--- src/design/nfbi_pkg.sv ---
// Package with constants and types for the NAND flash bus controller.
package nfbi_pkg;
   localparam int unsigned CLK_PERIOD_NS = 100;
   localparam int unsigned STROBE_LOW_NS = 100;
   localparam logic [3:0] STROBE_LOW_CYC =
      4'((STROBE_LOW_NS + CLK_PERIOD_NS - 1) / CLK_PERIOD_NS);
   localparam int unsigned STROBE_HIGH_NS = 100;
   localparam logic [3:0] STROBE_HIGH_CYC =
      4'((STROBE_HIGH_NS + CLK_PERIOD_NS - 1) / CLK_PERIOD_NS);
   localparam logic [3:0] DIV_RESET = 4'h0;
   localparam logic [2:0] ADDR_CYCLES_FULL = 3'h5;
   localparam logic [2:0] ADDR_CYCLES_ROW = 3'h3;
   localparam logic [2:0] ADDR_FIRST_FULL = 3'h0;
   localparam logic [2:0] ADDR_FIRST_ROW = 3'h2;
   localparam logic [7:0] CMD_RESET = 8'hff;
   localparam logic [7:0] CMD_STATUS = 8'h70;
   localparam int unsigned COL_LO_POS = 0;
   localparam int unsigned COL_HI_POS = 8;
   localparam int unsigned ROW_A_POS = 11;
   localparam int unsigned ROW_B_POS = 19;
   localparam int unsigned ROW_C_POS = 27;
   localparam logic [15:0] IO_RESET = 16'h0000;
   localparam logic [28:0] ADDR_RESET = 29'h0;

   typedef enum logic [1:0] {
      NFBI_OP_CMD = 2'h0,
      NFBI_OP_ADDR = 2'h1,
      NFBI_OP_WDATA = 2'h2,
      NFBI_OP_RDATA = 2'h3
   } nfbi_op_type;

   typedef enum logic [2:0] {
      NFBI_IDLE = 3'b000,
      NFBI_SETUP = 3'b001,
      NFBI_LOW = 3'b011,
      NFBI_HIGH = 3'b010,
      NFBI_DONE = 3'b110
   } nfbi_state_type;
endpackage

--- src/design/nfbi_buf2.sv ---
// Two-entry buffer for read data heading to the user.
`timescale 1ns/1ps
module nfbi_buf2 (
   input wire logic clk_i,
   input wire logic arst_n_i,
   input wire logic in_valid_i,
   output logic in_ready_o,
   input wire logic [15:0] in_data_i,
   output logic out_valid_o,
   input wire logic out_ready_i,
   output logic [15:0] out_data_o
);
   logic [15:0] mem_r [2];
   logic [15:0] mem_nxt [2];
   logic [1:0] cnt_r, cnt_nxt;
   logic wp_r, wp_nxt, rp_r, rp_nxt;
   logic push, pop;

   assign push = in_valid_i && (cnt_r != 2'h2);
   assign pop = out_valid_o && out_ready_i;
   assign in_ready_o = (cnt_r != 2'h2);
   assign out_valid_o = (cnt_r != 2'h0);
   assign out_data_o = mem_r[rp_r];

   always_comb begin
      mem_nxt = mem_r;
      wp_nxt = wp_r;
      rp_nxt = rp_r;
      cnt_nxt = cnt_r;
      if (push) begin
         mem_nxt[wp_r] = in_data_i;
         wp_nxt = ~wp_r;
      end
      if (pop) begin
         rp_nxt = ~rp_r;
      end
      if (push && !pop) begin
         cnt_nxt = cnt_r + 2'h1;
      end else if (pop && !push) begin
         cnt_nxt = cnt_r - 2'h1;
      end
   end

   always_ff @(posedge clk_i or negedge arst_n_i) begin
      if (!arst_n_i) begin
         mem_r[0] <= 16'h0000;
         mem_r[1] <= 16'h0000;
         cnt_r <= 2'h0;
         wp_r <= 1'b0;
         rp_r <= 1'b0;
      end else begin
         mem_r <= mem_nxt;
         cnt_r <= cnt_nxt;
         wp_r <= wp_nxt;
         rp_r <= rp_nxt;
      end
   end
endmodule

--- src/design/nfbi_ctrl.sv ---
// Controller that drives a sixteen-bit NAND flash over its strobed bus.
// Functional notes
// RULE1: Command latch high: write strobe rising edge captures the command byte.
// RULE2: Address latch high: write strobe rising edge captures an address byte.
// RULE3: Both latches low: write strobe rising edge captures a data word.
// RULE4: Flash floats its I/O lines when deselected or outputs disabled.
// RULE5: Commands and addresses use low eight lines; upper eight carry data only.
// RULE6: Busy flash ignores select going high during program or erase.
// RULE7: Read strobe falling edge presents next word and bumps column counter.
// RULE8: Write protect low holds the high-voltage generator in reset.
// RULE9: Ready/busy low during program, erase or array read; high when done.
// RULE10: Ready/busy is open drain and reports even when deselected.
// RULE11: Power-on read enable high makes flash auto-read at power-on.
// RULE12: Column sent in two cycles: A0-A7, then A8-A10.
// RULE13: Row sent in three cycles: A11-A18, A19-A26, then A27-A28.
// RULE14: Controller drives every non-address line low during address cycles.
// RULE15: Flash ignores address cycles beyond what the operation needs.
// RULE16: Controller holds select low and pulses write strobe low per write.
// RULE17: Read and program take five address cycles; erase takes three row cycles.
// RULE18: Read, program, erase use setup plus confirm commands; reset, status single.
// RULE19: While busy, only reset and status-read commands may be issued.
// RULE20: Command latch and address latch are never high together.
`timescale 1ns/1ps
module nfbi_ctrl (
   input wire logic clk_i,
   input wire logic arst_n_i,
   // User request: one bus cycle of the kind given by op_i; an address request runs all of its address cycles.
   input wire logic req_valid_i,
   output logic req_ready_o,
   input wire nfbi_pkg::nfbi_op_type op_i,
   input wire logic [7:0] cmd_i,
   input wire logic [28:0] addr_i,
   input wire logic addr_row_only_i,
   input wire logic [15:0] wdata_i,
   input wire logic write_protect_req_i,
   output logic [15:0] rdata_o,
   output logic rdata_valid_o,
   input wire logic rdata_ready_i,
   output logic flash_ready_o,
   output logic cmd_refused_o,
   // Flash pins.
   output logic chip_select_first_n_o,
   output logic cmd_latch_o,
   output logic addr_latch_o,
   output logic write_strobe_n_o,
   output logic read_strobe_n_o,
   output logic write_protect_n_o,
   output logic [15:0] io_bus_o,
   output logic io_bus_oe_n_o,
   input wire logic [15:0] io_bus_i,
   input wire logic ready_busy_n_i
);
   import nfbi_pkg::*;

   nfbi_state_type st_r, st_nxt;
   nfbi_op_type op_r, op_nxt;
   logic [3:0] div_r, div_nxt;
   logic [2:0] acyc_r, acyc_nxt;
   logic [2:0] alast_r, alast_nxt;
   logic [28:0] addr_r, addr_nxt;
   logic [15:0] wdata_r, wdata_nxt;
   logic [7:0] cmd_r, cmd_nxt;
   logic ce_n_r, ce_n_nxt, cle_r, cle_nxt, ale_r, ale_nxt;
   logic we_n_r, we_n_nxt, re_n_r, re_n_nxt, wp_n_r, wp_n_nxt;
   logic [15:0] io_r, io_nxt;
   logic oe_n_r, oe_n_nxt;
   logic rdy_r, rdy_nxt, refused_r, refused_nxt, ack_r, ack_nxt;
   logic push_r, push_nxt;
   logic [15:0] cap_r, cap_nxt;
   logic buf_ready, buf_valid;
   logic [15:0] buf_data;
   logic tick;
   logic cmd_ok;
   logic [7:0] addr_byte;
   logic [15:0] rdata_r, rdata_nxt;
   logic rvalid_r, rvalid_nxt;
   logic take, out_room;

   assign tick = (div_r == 4'h0);
   // Only reset and status-read are legal while the flash reports busy.
   assign cmd_ok = ready_busy_n_i || (cmd_i == CMD_RESET) || (cmd_i == CMD_STATUS); // see RULE19

   // Address byte for the current cycle, upper bits of the A8-A10 and A27-A28 bytes forced low.
   always_comb begin
      case (acyc_r)
         3'h0: addr_byte = addr_r[COL_LO_POS +: 8]; // see RULE12
         3'h1: addr_byte = {5'h00, addr_r[COL_HI_POS +: 3]}; // see RULE12, RULE14
         3'h2: addr_byte = addr_r[ROW_A_POS +: 8]; // see RULE13
         3'h3: addr_byte = addr_r[ROW_B_POS +: 8]; // see RULE13
         3'h4: addr_byte = {6'h00, addr_r[ROW_C_POS +: 2]}; // see RULE13, RULE14
         default: addr_byte = 8'h00;
      endcase
   end

   always_comb begin
      st_nxt = st_r;
      op_nxt = op_r;
      div_nxt = tick ? 4'h0 : div_r - 4'h1;
      acyc_nxt = acyc_r;
      alast_nxt = alast_r;
      addr_nxt = addr_r;
      wdata_nxt = wdata_r;
      cmd_nxt = cmd_r;
      ce_n_nxt = ce_n_r;
      cle_nxt = cle_r;
      ale_nxt = ale_r;
      we_n_nxt = we_n_r;
      re_n_nxt = re_n_r;
      wp_n_nxt = ~write_protect_req_i; // see RULE8
      io_nxt = io_r;
      oe_n_nxt = oe_n_r;
      rdy_nxt = ready_busy_n_i; // see RULE9, RULE10
      refused_nxt = 1'b0;
      ack_nxt = 1'b0;
      push_nxt = 1'b0;
      cap_nxt = cap_r;
      case (st_r)
         NFBI_IDLE: begin
            cle_nxt = 1'b0;
            ale_nxt = 1'b0;
            oe_n_nxt = 1'b1;
            if (req_valid_i && !ack_r) begin
               ack_nxt = 1'b1;
               if (op_i == NFBI_OP_CMD && !cmd_ok) begin
                  refused_nxt = 1'b1;
               end else if (op_i == NFBI_OP_RDATA && !buf_ready) begin
                  // Back-pressure: hold the read until the buffer has room.
                  ack_nxt = 1'b0;
               end else begin
                  op_nxt = op_i;
                  cmd_nxt = cmd_i;
                  addr_nxt = addr_i;
                  wdata_nxt = wdata_i;
                  acyc_nxt = addr_row_only_i ? ADDR_FIRST_ROW : ADDR_FIRST_FULL; // see RULE17
                  alast_nxt = 3'h4;
                  ce_n_nxt = 1'b0; // see RULE16
                  st_nxt = NFBI_SETUP;
                  div_nxt = STROBE_HIGH_CYC - 4'h1;
               end
            end
         end
         NFBI_SETUP: begin
            if (tick) begin
               // Latch inputs are mutually exclusive by construction.
               cle_nxt = (op_r == NFBI_OP_CMD); // see RULE1, RULE20
               ale_nxt = (op_r == NFBI_OP_ADDR); // see RULE2, RULE20
               oe_n_nxt = (op_r == NFBI_OP_RDATA);
               case (op_r)
                  NFBI_OP_CMD: io_nxt = {8'h00, cmd_r}; // see RULE5, RULE18
                  NFBI_OP_ADDR: io_nxt = {8'h00, addr_byte}; // see RULE5, RULE14
                  NFBI_OP_WDATA: io_nxt = wdata_r; // see RULE3
                  default: io_nxt = IO_RESET;
               endcase
               if (op_r == NFBI_OP_RDATA) begin
                  re_n_nxt = 1'b0; // see RULE7
               end else begin
                  we_n_nxt = 1'b0; // see RULE16
               end
               st_nxt = NFBI_LOW;
               div_nxt = STROBE_LOW_CYC - 4'h1;
            end
         end
         NFBI_LOW: begin
            if (tick) begin
               // Sample read data just before the read strobe rises.
               if (op_r == NFBI_OP_RDATA) begin
                  cap_nxt = io_bus_i; // see RULE7
                  push_nxt = 1'b1;
               end
               we_n_nxt = 1'b1;
               re_n_nxt = 1'b1;
               st_nxt = NFBI_HIGH;
               div_nxt = STROBE_HIGH_CYC - 4'h1;
            end
         end
         NFBI_HIGH: begin
            if (tick) begin
               if (op_r == NFBI_OP_ADDR && acyc_r != alast_r) begin
                  acyc_nxt = acyc_r + 3'h1;
                  st_nxt = NFBI_SETUP;
                  div_nxt = 4'h0;
               end else begin
                  st_nxt = NFBI_DONE;
               end
            end
         end
         NFBI_DONE: begin
            cle_nxt = 1'b0;
            ale_nxt = 1'b0;
            oe_n_nxt = 1'b1;
            io_nxt = IO_RESET;
            st_nxt = NFBI_IDLE;
         end
         default: st_nxt = NFBI_IDLE;
      endcase
   end

   always_ff @(posedge clk_i or negedge arst_n_i) begin
      if (!arst_n_i) begin
         st_r <= NFBI_IDLE;
         op_r <= NFBI_OP_CMD;
         div_r <= DIV_RESET;
         acyc_r <= 3'h0;
         alast_r <= 3'h4;
         addr_r <= ADDR_RESET;
         wdata_r <= IO_RESET;
         cmd_r <= 8'h00;
         ce_n_r <= 1'b1;
         cle_r <= 1'b0;
         ale_r <= 1'b0;
         we_n_r <= 1'b1;
         re_n_r <= 1'b1;
         wp_n_r <= 1'b0;
         io_r <= IO_RESET;
         oe_n_r <= 1'b1;
         rdy_r <= 1'b0;
         refused_r <= 1'b0;
         ack_r <= 1'b0;
         push_r <= 1'b0;
         cap_r <= IO_RESET;
      end else begin
         st_r <= st_nxt;
         op_r <= op_nxt;
         div_r <= div_nxt;
         acyc_r <= acyc_nxt;
         alast_r <= alast_nxt;
         addr_r <= addr_nxt;
         wdata_r <= wdata_nxt;
         cmd_r <= cmd_nxt;
         ce_n_r <= ce_n_nxt;
         cle_r <= cle_nxt;
         ale_r <= ale_nxt;
         we_n_r <= we_n_nxt;
         re_n_r <= re_n_nxt;
         wp_n_r <= wp_n_nxt;
         io_r <= io_nxt;
         oe_n_r <= oe_n_nxt;
         rdy_r <= rdy_nxt;
         refused_r <= refused_nxt;
         ack_r <= ack_nxt;
         push_r <= push_nxt;
         cap_r <= cap_nxt;
      end
   end

   // A read is only launched when the buffer has room, so a push never drops.
   nfbi_buf2 u_buf (
      .clk_i(clk_i),
      .arst_n_i(arst_n_i),
      .in_valid_i(push_r),
      .in_ready_o(buf_ready),
      .in_data_i(cap_r),
      .out_valid_o(buf_valid),
      .out_ready_i(out_room),
      .out_data_o(buf_data)
   );

   // The buffer lets go of a word only when the output register takes it, else it repeats.
   assign out_room = !rvalid_r || rdata_ready_i;
   assign take = buf_valid && out_room;

   always_comb begin
      rdata_nxt = take ? buf_data : rdata_r;
      rvalid_nxt = take || (rvalid_r && !rdata_ready_i);
   end

   always_ff @(posedge clk_i or negedge arst_n_i) begin
      if (!arst_n_i) begin
         rdata_r <= IO_RESET;
         rvalid_r <= 1'b0;
      end else begin
         rdata_r <= rdata_nxt;
         rvalid_r <= rvalid_nxt;
      end
   end

   assign req_ready_o = ack_r;
   assign rdata_o = rdata_r;
   assign rdata_valid_o = rvalid_r;
   assign flash_ready_o = rdy_r;
   assign cmd_refused_o = refused_r;
   assign chip_select_first_n_o = ce_n_r;
   assign cmd_latch_o = cle_r;
   assign addr_latch_o = ale_r;
   assign write_strobe_n_o = we_n_r;
   assign read_strobe_n_o = re_n_r;
   assign write_protect_n_o = wp_n_r;
   assign io_bus_o = io_r;
   assign io_bus_oe_n_o = oe_n_r;
endmodule

--- config.mk ---
export PLATFORM = sky130hd
export DESIGN_NAME = nfbi_ctrl
export DESIGN_NICKNAME = d
export VERILOG_FILES = /design/src/design/nfbi_pkg.sv /design/src/design/nfbi_buf2.sv /design/src/design/nfbi_ctrl.sv
export SDC_FILE = /design/constraint.sdc
export NUM_CORES = 1
export LEC_CHECK = 0
export ABC_AREA = 0
export BUFFER_PORTS_ARGS = -buffer_cell sky130_fd_sc_hd__buf_2
export CAP_MARGIN = 20
export CORE_UTILIZATION = 45
export CTS_BUF_LIST = sky130_fd_sc_hd__clkbuf_8
export DETAILED_ROUTE_END_ITERATION = 6
export PLACE_DENSITY = 0.62
export SLEW_MARGIN = 0
export SYNTH_ARGS = -nofsm -noshare
export SYNTH_HDL_FRONTEND = slang
export SYNTH_HIERARCHICAL = 1
export SYNTH_SLANG_ARGS = --single-unit
export TNS_END_PERCENT = 20
--- constraint.sdc ---
create_clock -name clk_i -period 2.65 [get_ports clk_i]
set_clock_uncertainty 0.15 [all_clocks]
set_input_delay 0.53 -clock clk_i [delete_from_list [all_inputs] [get_ports clk_i]]
set_output_delay 0.53 -clock clk_i [all_outputs]
set_load 0.05 [all_outputs]
==> results of run 1 <==
[cells in the final DEF (no fill, tap or decap), types with 8 or more instances in the layout]
cell,n
nor2_1,13
dfrtp_1,157
nand2_1,16
a22o_1,14
mux2_2,67
buf_2,119
inv_1,12
mux2_4,70
clkbuf_8,19
ha_1,9
a222oi_1,8
buf_4,8
a21oi_1,9
[layer usage]
layer,vias to the layer above,GRT usage,share of wire
li1,1981,-,-
met1,2154,0.267,0.46
met2,96,0.304,0.48
met3,14,0.0438,0.043
met4,0,0.0720,0.015
met5,-,0,0
[state kept, by name (all words and copies together) (netlist names), 2 cells and up]
signal / cells
acyc_r: 3
addr_r: 29
cap_r: 16
cmd_r: 8
div_r: 4
io_bus_o: 16
op_r: 2
rdata_o: 16
st_r: 3
u_buf/cnt_r: 2
u_buf/mem_r: 32
wdata_r: 16
[through the flow]
stage	total power [mW]	std cells
after floorplan	6.82	477
after global placement	7.80	800
after detailed placement	7.92	800
after CTS	9.86	833
after global routing	10.3	834
final	9.76	834
[logic make-up after synthesis]
| family | after synthesis | synth area share |
|---|---|---|
| buffers and inverters | 31 | 0.0310 |
| flip-flops | 161 | 0.564 |
| AND/OR/NAND/NOR | 69 | 0.0550 |
| AO/OA/AOI/OAI | 54 | 0.0578 |
| adder cells (fa/ha/maj) | 9 | 0.0158 |
| multiplexers | 147 | 0.269 |
| XOR/XNOR | 6 | 0.00735 |
[area by class of cell]
type,count,share of cell area
antenna,1,0.000297
clock buffer,19,0.0310
clock inverter,13,0.0190
inverter,10,0.00445
multi-input combinational,285,0.343
sequential,161,0.479
tap,211,0.0313
timing repair buffer,134,0.0922
[worst max path at each step]
stage	start	endpoint	slack, ns	cells after the start
floorplan	div_r[0]	cap_r[10]	0.44	8
global placement	op_i[1]	addr_r[23]	0.24	6
detailed placement	op_i[1]	addr_r[25]	0.19	6
CTS	div_r[0]	io_bus_o[11]	0.22	7
global route	div_r[0]	io_bus_o[10]	0.12	7
finish	div_r[0]	io_bus_o[11]	0.22	7
[report_power, final]
group          internal, mW  leakage, nW  switching [mW]
combinational          1.88         2.04            2.00
clock                 0.983        0.211           0.923
sequential             3.38         2.06           0.601
[worst reg2reg max path: stages (launching register included)]
cell and delay, ns:
dfrtp_1 0.39, inv_1 0.08, ha_1 0.20, or3b_4 0.43, or3_4 0.43, nor2_4 0.15, and2_1 0.35, a22o_1 0.19
==> results.json, run 1 <==
{
  "critPathLaunchType": "flop",
  "sequential_cell_area_um2": 4030,
  "synth.largest_area_cell": "dfrtp_1",
  "overflow": 0,
  "max_freq_mhz": 411,
  "crit_slowest_cell": "or3b_4",
  "dpl-instance-area_um2": 8000,
  "reg2reg_from": "div_r[0]",
  "grt_antenna_before_repair": 1,
  "worst-path-buf-inv": 1,
  "grt_setup_unrepaired": "no",
  "worstPathArrival_ns": 2.67,
  "initial_core_util": 0.465,
  "crit_fanout": 8,
  "post-synth-top-area-fraction": 0.550,
  "cts_repair_resize_count": 0,
  "crit_path_end_kind": "flop",
  "first_global_vias": 4520,
  "status": "finished, final reports clean",
  "yosys.cell_types.count": 51,
  "gr-usage-all-layers": 0.195,
  "post_cts_buffers": 0,
  "min_from": "ready_busy_n_i",
  "whs_endpoint": "flash_ready_o",
  "ys_top_cells_by_count": "dfrtp_1 (157), mux2_4 (70), mux2_2 (67), nand2_1 (16), a22o_1 (14)",
  "slew_headroom": 0.604,
  "source_to_sink_clock_delay_at_the_later_pin_of_the_worst_skew_pair_ns": 0.45,
  "total_leakage_power_nw": 4.31,
  "fillCellCount": 1272,
  "post_synth.cell_area_avg_um2": 15.0,
  "timing.max_cap.violations": 0,
  "hold_viol_final": 0,
  "core_outline_area_um2": 15400,
  "layout_worst_path_cycle_share": 0.917,
  "die_area_um2": 16400,
  "period_needed_ns": 2.43,
  "final_setup_margin_ns": 0.220,
  "dieHeight_um": 128,
  "tritoncts_clock_tree": "done",
  "detailed_place_hpwl_mm": 10.4,
  "final_area_um2": 8430,
  "post_synth_instance_area_um2": 7150,
  "routed_wire_length_per_instance_um": 17.6,
  "setup-tns-final_ns": 0,
  "grt_pass1_wl_mm": 24.0,
  "cts.path.max_buffers": 2,
  "worst_path_dominant_cell_family": "simple AND/OR/NAND/NOR gates",
  "r2r_cells": 7,
  "cts_root_buffer": "clkbuf_8",
  "crit_path_max_incr_delay_ns": 0.43,
  "via_count": 4245,
  "synth-async-reset-ratio": 1.00,
  "synth-seq-area-share": 0.564,
  "portBuffers": 120,
  "worstSetupPathType": "reg2reg",
  "number_of_rows_in_the_core_area": 45,
  "cts-htree-levels": 4,
  "power_per_cell_area_nw_per_um2": 1160,
  "synthCells": 477,
  "synth.area.top_cells": "dfrtp_1 (55%), mux2_4 (15%), mux2_2 (11%)",
  "synth.ff_latch_count": 161,
  "finalMaxSlewViolations": 0,
  "ports": 121,
  "synth_ff_type": "dfrtp_1",
  "finalSetupViolCount": 0,
  "synthToLayoutAreaGrowth_pct": 17.9,
  "cts_made_buffers": 17,
  "cp_data_required_time_ns": 2.89,
  "routed_via_density": 5.09,
  "min_path_type": "in2reg",
  "timing.reg2reg.setup_slack_ns": 0.22,
  "die_width_um": 128,
  "postCtsHoldBufs": 1,
  "fin_hold_ws_ns": 0.0636,
  "min_delay_path_depth": 1,
  "synth_warnings": 6,
  "crit_path_cell_trace": "inv_1 -> ha_1 -> or3b_4 -> or3_4 -> nor2_4 -> and2_1 -> a22o_1",
  "grt_max_degree": 60,
  "drive_above_1_share": 0.511,
  "detail_route.first_pass.iterations": 6,
  "postRouteAntennaNets": 0,
  "path_clk_slew_ns": 0.09,
  "multi_input_area_um2": 2890,
  "worstMarginPinSlew_ns": 0.592,
  "globalplace.congestion": 0.755,
  "dpl_worst_slack_ns": 0.191,
  "most_frequent_cell_after_synthesis": "dfrtp_1",
  "max-vdd-ir-drop_mv": 0.477,
  "detail_route.drc_violations": 0,
  "timing.rr.end": "io_bus_o[11]",
  "cts.sink_count": 161,
  "synth.net_count": 564,
  "final_net_count": 696,
  "final_core_utilization": 0.548,
  "synth_enable_flop_cells": 0,
  "drt_wl_total_mm": 14.7,
  "drt_first_iter_violations": 192
}
Note: power is estimated with default switching activity, not from simulation.
==> run 2: changes to the inputs <==
--- a/config.mk
+++ b/config.mk
@@ -12,6 +12,7 @@
 export CTS_BUF_LIST = sky130_fd_sc_hd__clkbuf_8
 export DETAILED_ROUTE_END_ITERATION = 6
 export PLACE_DENSITY = 0.62
+export RECOVER_POWER = 50
 export SLEW_MARGIN = 0
 export SYNTH_ARGS = -nofsm -noshare
 export SYNTH_HDL_FRONTEND = slang
==> results.json, run 2 (synthesized netlist as in run 1, its figures left out) <==
{
  "status": "finished, final reports clean",
  "postCtsHoldBufs": 1,
  "dieHeight_um": 128,
  "gr-usage-all-layers": 0.195,
  "setup-tns-final_ns": 0,
  "max-vdd-ir-drop_mv": 0.478,
  "cts_repair_resize_count": 0,
  "source_to_sink_clock_delay_at_the_later_pin_of_the_worst_skew_pair_ns": 0.45,
  "dpl_worst_slack_ns": 0.191,
  "detail_route.first_pass.iterations": 7,
  "detail_route.drc_violations": 0,
  "finalSetupViolCount": 0,
  "grt_setup_unrepaired": "no",
  "detailed_place_hpwl_mm": 10.4,
  "crit_path_cell_trace": "inv_1 -> ha_1 -> or3b_4 -> or3_4 -> nor2_4 -> and2_1 -> a22o_1",
  "commonest_cells_after_routing_fill_and_taps_aside": "dfrtp_1 (157), buf_2 (118), mux2_2 (67), mux2_4 (64), clkbuf_8 (19)",
  "most_common_cell_after_layout_fill_and_taps_aside": "dfrtp_1",
  "via_count": 4246,
  "cts_made_buffers": 17,
  "fin_hold_ws_ns": 0.0685,
  "cp_data_required_time_ns": 2.89,
  "cts_root_buffer": "clkbuf_8",
  "drive_above_1_share": 0.495,
  "total_leakage_power_nw": 4.29,
  "largest_register_ff_count": 32,
  "portBuffers": 120,
  "place_inst": 800,
  "max_freq_mhz": 411,
  "routed_wire_length_per_instance_um": 17.5,
  "tritoncts_clock_tree": "done",
  "number_of_rows_in_the_core_area": 45,
  "path_clk_slew_ns": 0.09,
  "layout_worst_path_cycle_share": 0.918,
  "die_width_um": 128,
  "overflow": 0,
  "grt_max_degree": 60,
  "crit_path_end_kind": "flop",
  "drt_wl_total_mm": 14.6,
  "postRouteAntennaNets": 0,
  "synthToLayoutAreaGrowth_pct": 17.2,
  "die_area_um2": 16400,
  "hold_viol_final": 0,
  "worst_path_dominant_cell_family": "simple AND/OR/NAND/NOR gates",
  "grt_pass1_wl_mm": 24.0,
  "initial_core_util": 0.465,
  "post_cts_buffers": 0,
  "min_path_type": "in2reg",
  "ports": 121,
  "timing.max_cap.violations": 0,
  "worstSetupPathType": "reg2reg",
  "finalMaxSlewViolations": 0,
  "leading_registers_by_flop_count": "u_buf/mem_r: 32 flops, addr_r: 29 flops",
  "routed_via_density": 5.09,
  "slew_headroom": 0.0868,
  "worstPathArrival_ns": 2.67,
  "globalplace.congestion": 0.755,
  "fillCellCount": 1282,
  "cts.sink_count": 161,
  "cts-htree-levels": 4,
  "cts.path.max_buffers": 2,
  "critPathLaunchType": "flop",
  "final_setup_margin_ns": 0.218,
  "core_outline_area_um2": 15400,
  "power_per_cell_area_nw_per_um2": 1160,
  "drt_first_iter_violations": 175,
  "final_net_count": 696,
  "grt_antenna_before_repair": 1,
  "power.total_mw": 9.72,
  "crit_fanout": 8,
  "largest_reg_by_ff_count": "u_buf/mem_r",
  "first_global_vias": 4520,
  "worstMarginPinSlew_ns": 1.37,
  "crit_path_max_incr_delay_ns": 0.43,
  "worst-path-buf-inv": 1,
  "period_needed_ns": 2.43,
  "crit_slowest_cell": "or3b_4",
  "layout.cells.non_filler": 834
}
==> run 2: cell count changes in the layout (fill, tap and decap cells not counted) <==
cell	delta
buf_2	-1
and2_2	-1
nand2b_1	+1
mux2_4	-6
clkbuf_2	+2
buf_12	-1
clkbuf_1	+2
buf_4	-2
and2_0	+1
mux2_1	+6
nand2b_4	-1
==> run 2: metal layers <==
| metal | vias up | share of wire | GRT usage |
|---|---|---|---|
| met5 | - | 0 | 0 |
| met4 | 0 | 0.015 | 0.0720 |
| met3 | 14 | 0.039 | 0.0438 |
| met2 | 80 | 0.49 | 0.304 |
| met1 | 2171 | 0.46 | 0.267 |
| li1 | 1981 | - | - |
==> run 2: final timing paths <==
kind | from | to | slack, ns | cells after the start
setup / recovery | div_r[0] | io_bus_o[15] | 0.22 | 7
hold / removal | write_protect_req_i | write_protect_n_o | 0.07 | 2
setup reg to reg | div_r[0] | io_bus_o[15] | 0.22 | 7
hold reg to reg | div_r[0] | div_r[0] | 0.30 | 1
max in group asynchronous | arst_n_i | u_buf/mem_r[26] | 0.39 | 3
min in group asynchronous | arst_n_i | addr_r[9] | 0.79 | 2
==> run 2: final cells by class <==
| cell class | instances | area [um2] | area share |
|---|---|---|---|
| multi-input cells | 285 | 2860 | 0.342 |
| inverters | 10 | 37.5 | 0.00448 |
| well taps | 211 | 264 | 0.0315 |
| flip-flops and latches | 161 | 4030 | 0.482 |
| clock buffers | 19 | 262 | 0.0312 |
| repair buffers | 134 | 754 | 0.0901 |
| diodes | 1 | 2.50 | 0.000299 |
| clock inverters | 13 | 160 | 0.0191 |
==> run 2: per-stage QoR <==
| stage | cell area [um2] | util |
|---|---|---|
| finish | 8380 | 0.545 |
| global route | 8380 | 0.545 |
| CTS | 8430 | 0.548 |
| detailed placement | 8000 | 0.520 |
| global placement | 8000 | 0.520 |
| floorplan | 7150 | - |
==> run 2: where the power goes <==
| group | internal (mW) | switching (mW) | total (mW) | leakage (nW) |
|---|---|---|---|---|
| registers | 3.38 | 0.594 | 3.97 | 2.06 |
| clock network | 0.982 | 0.919 | 1.90 | 0.211 |
| logic | 1.85 | 2.00 | 3.85 | 2.02 |
| total | 6.21 | 3.51 | 9.72 | 4.29 |
==> run 2: worst reg2reg max path: cells and delay by family, from the launching register on <==
family	cells	cell delay, ns
buffers and inverters	1	0.08
AOI/OAI and AO/OA	1	0.19
DFF	1	0.39
and+or+nand+nor	4	1.36
adders and majority gates	1	0.20
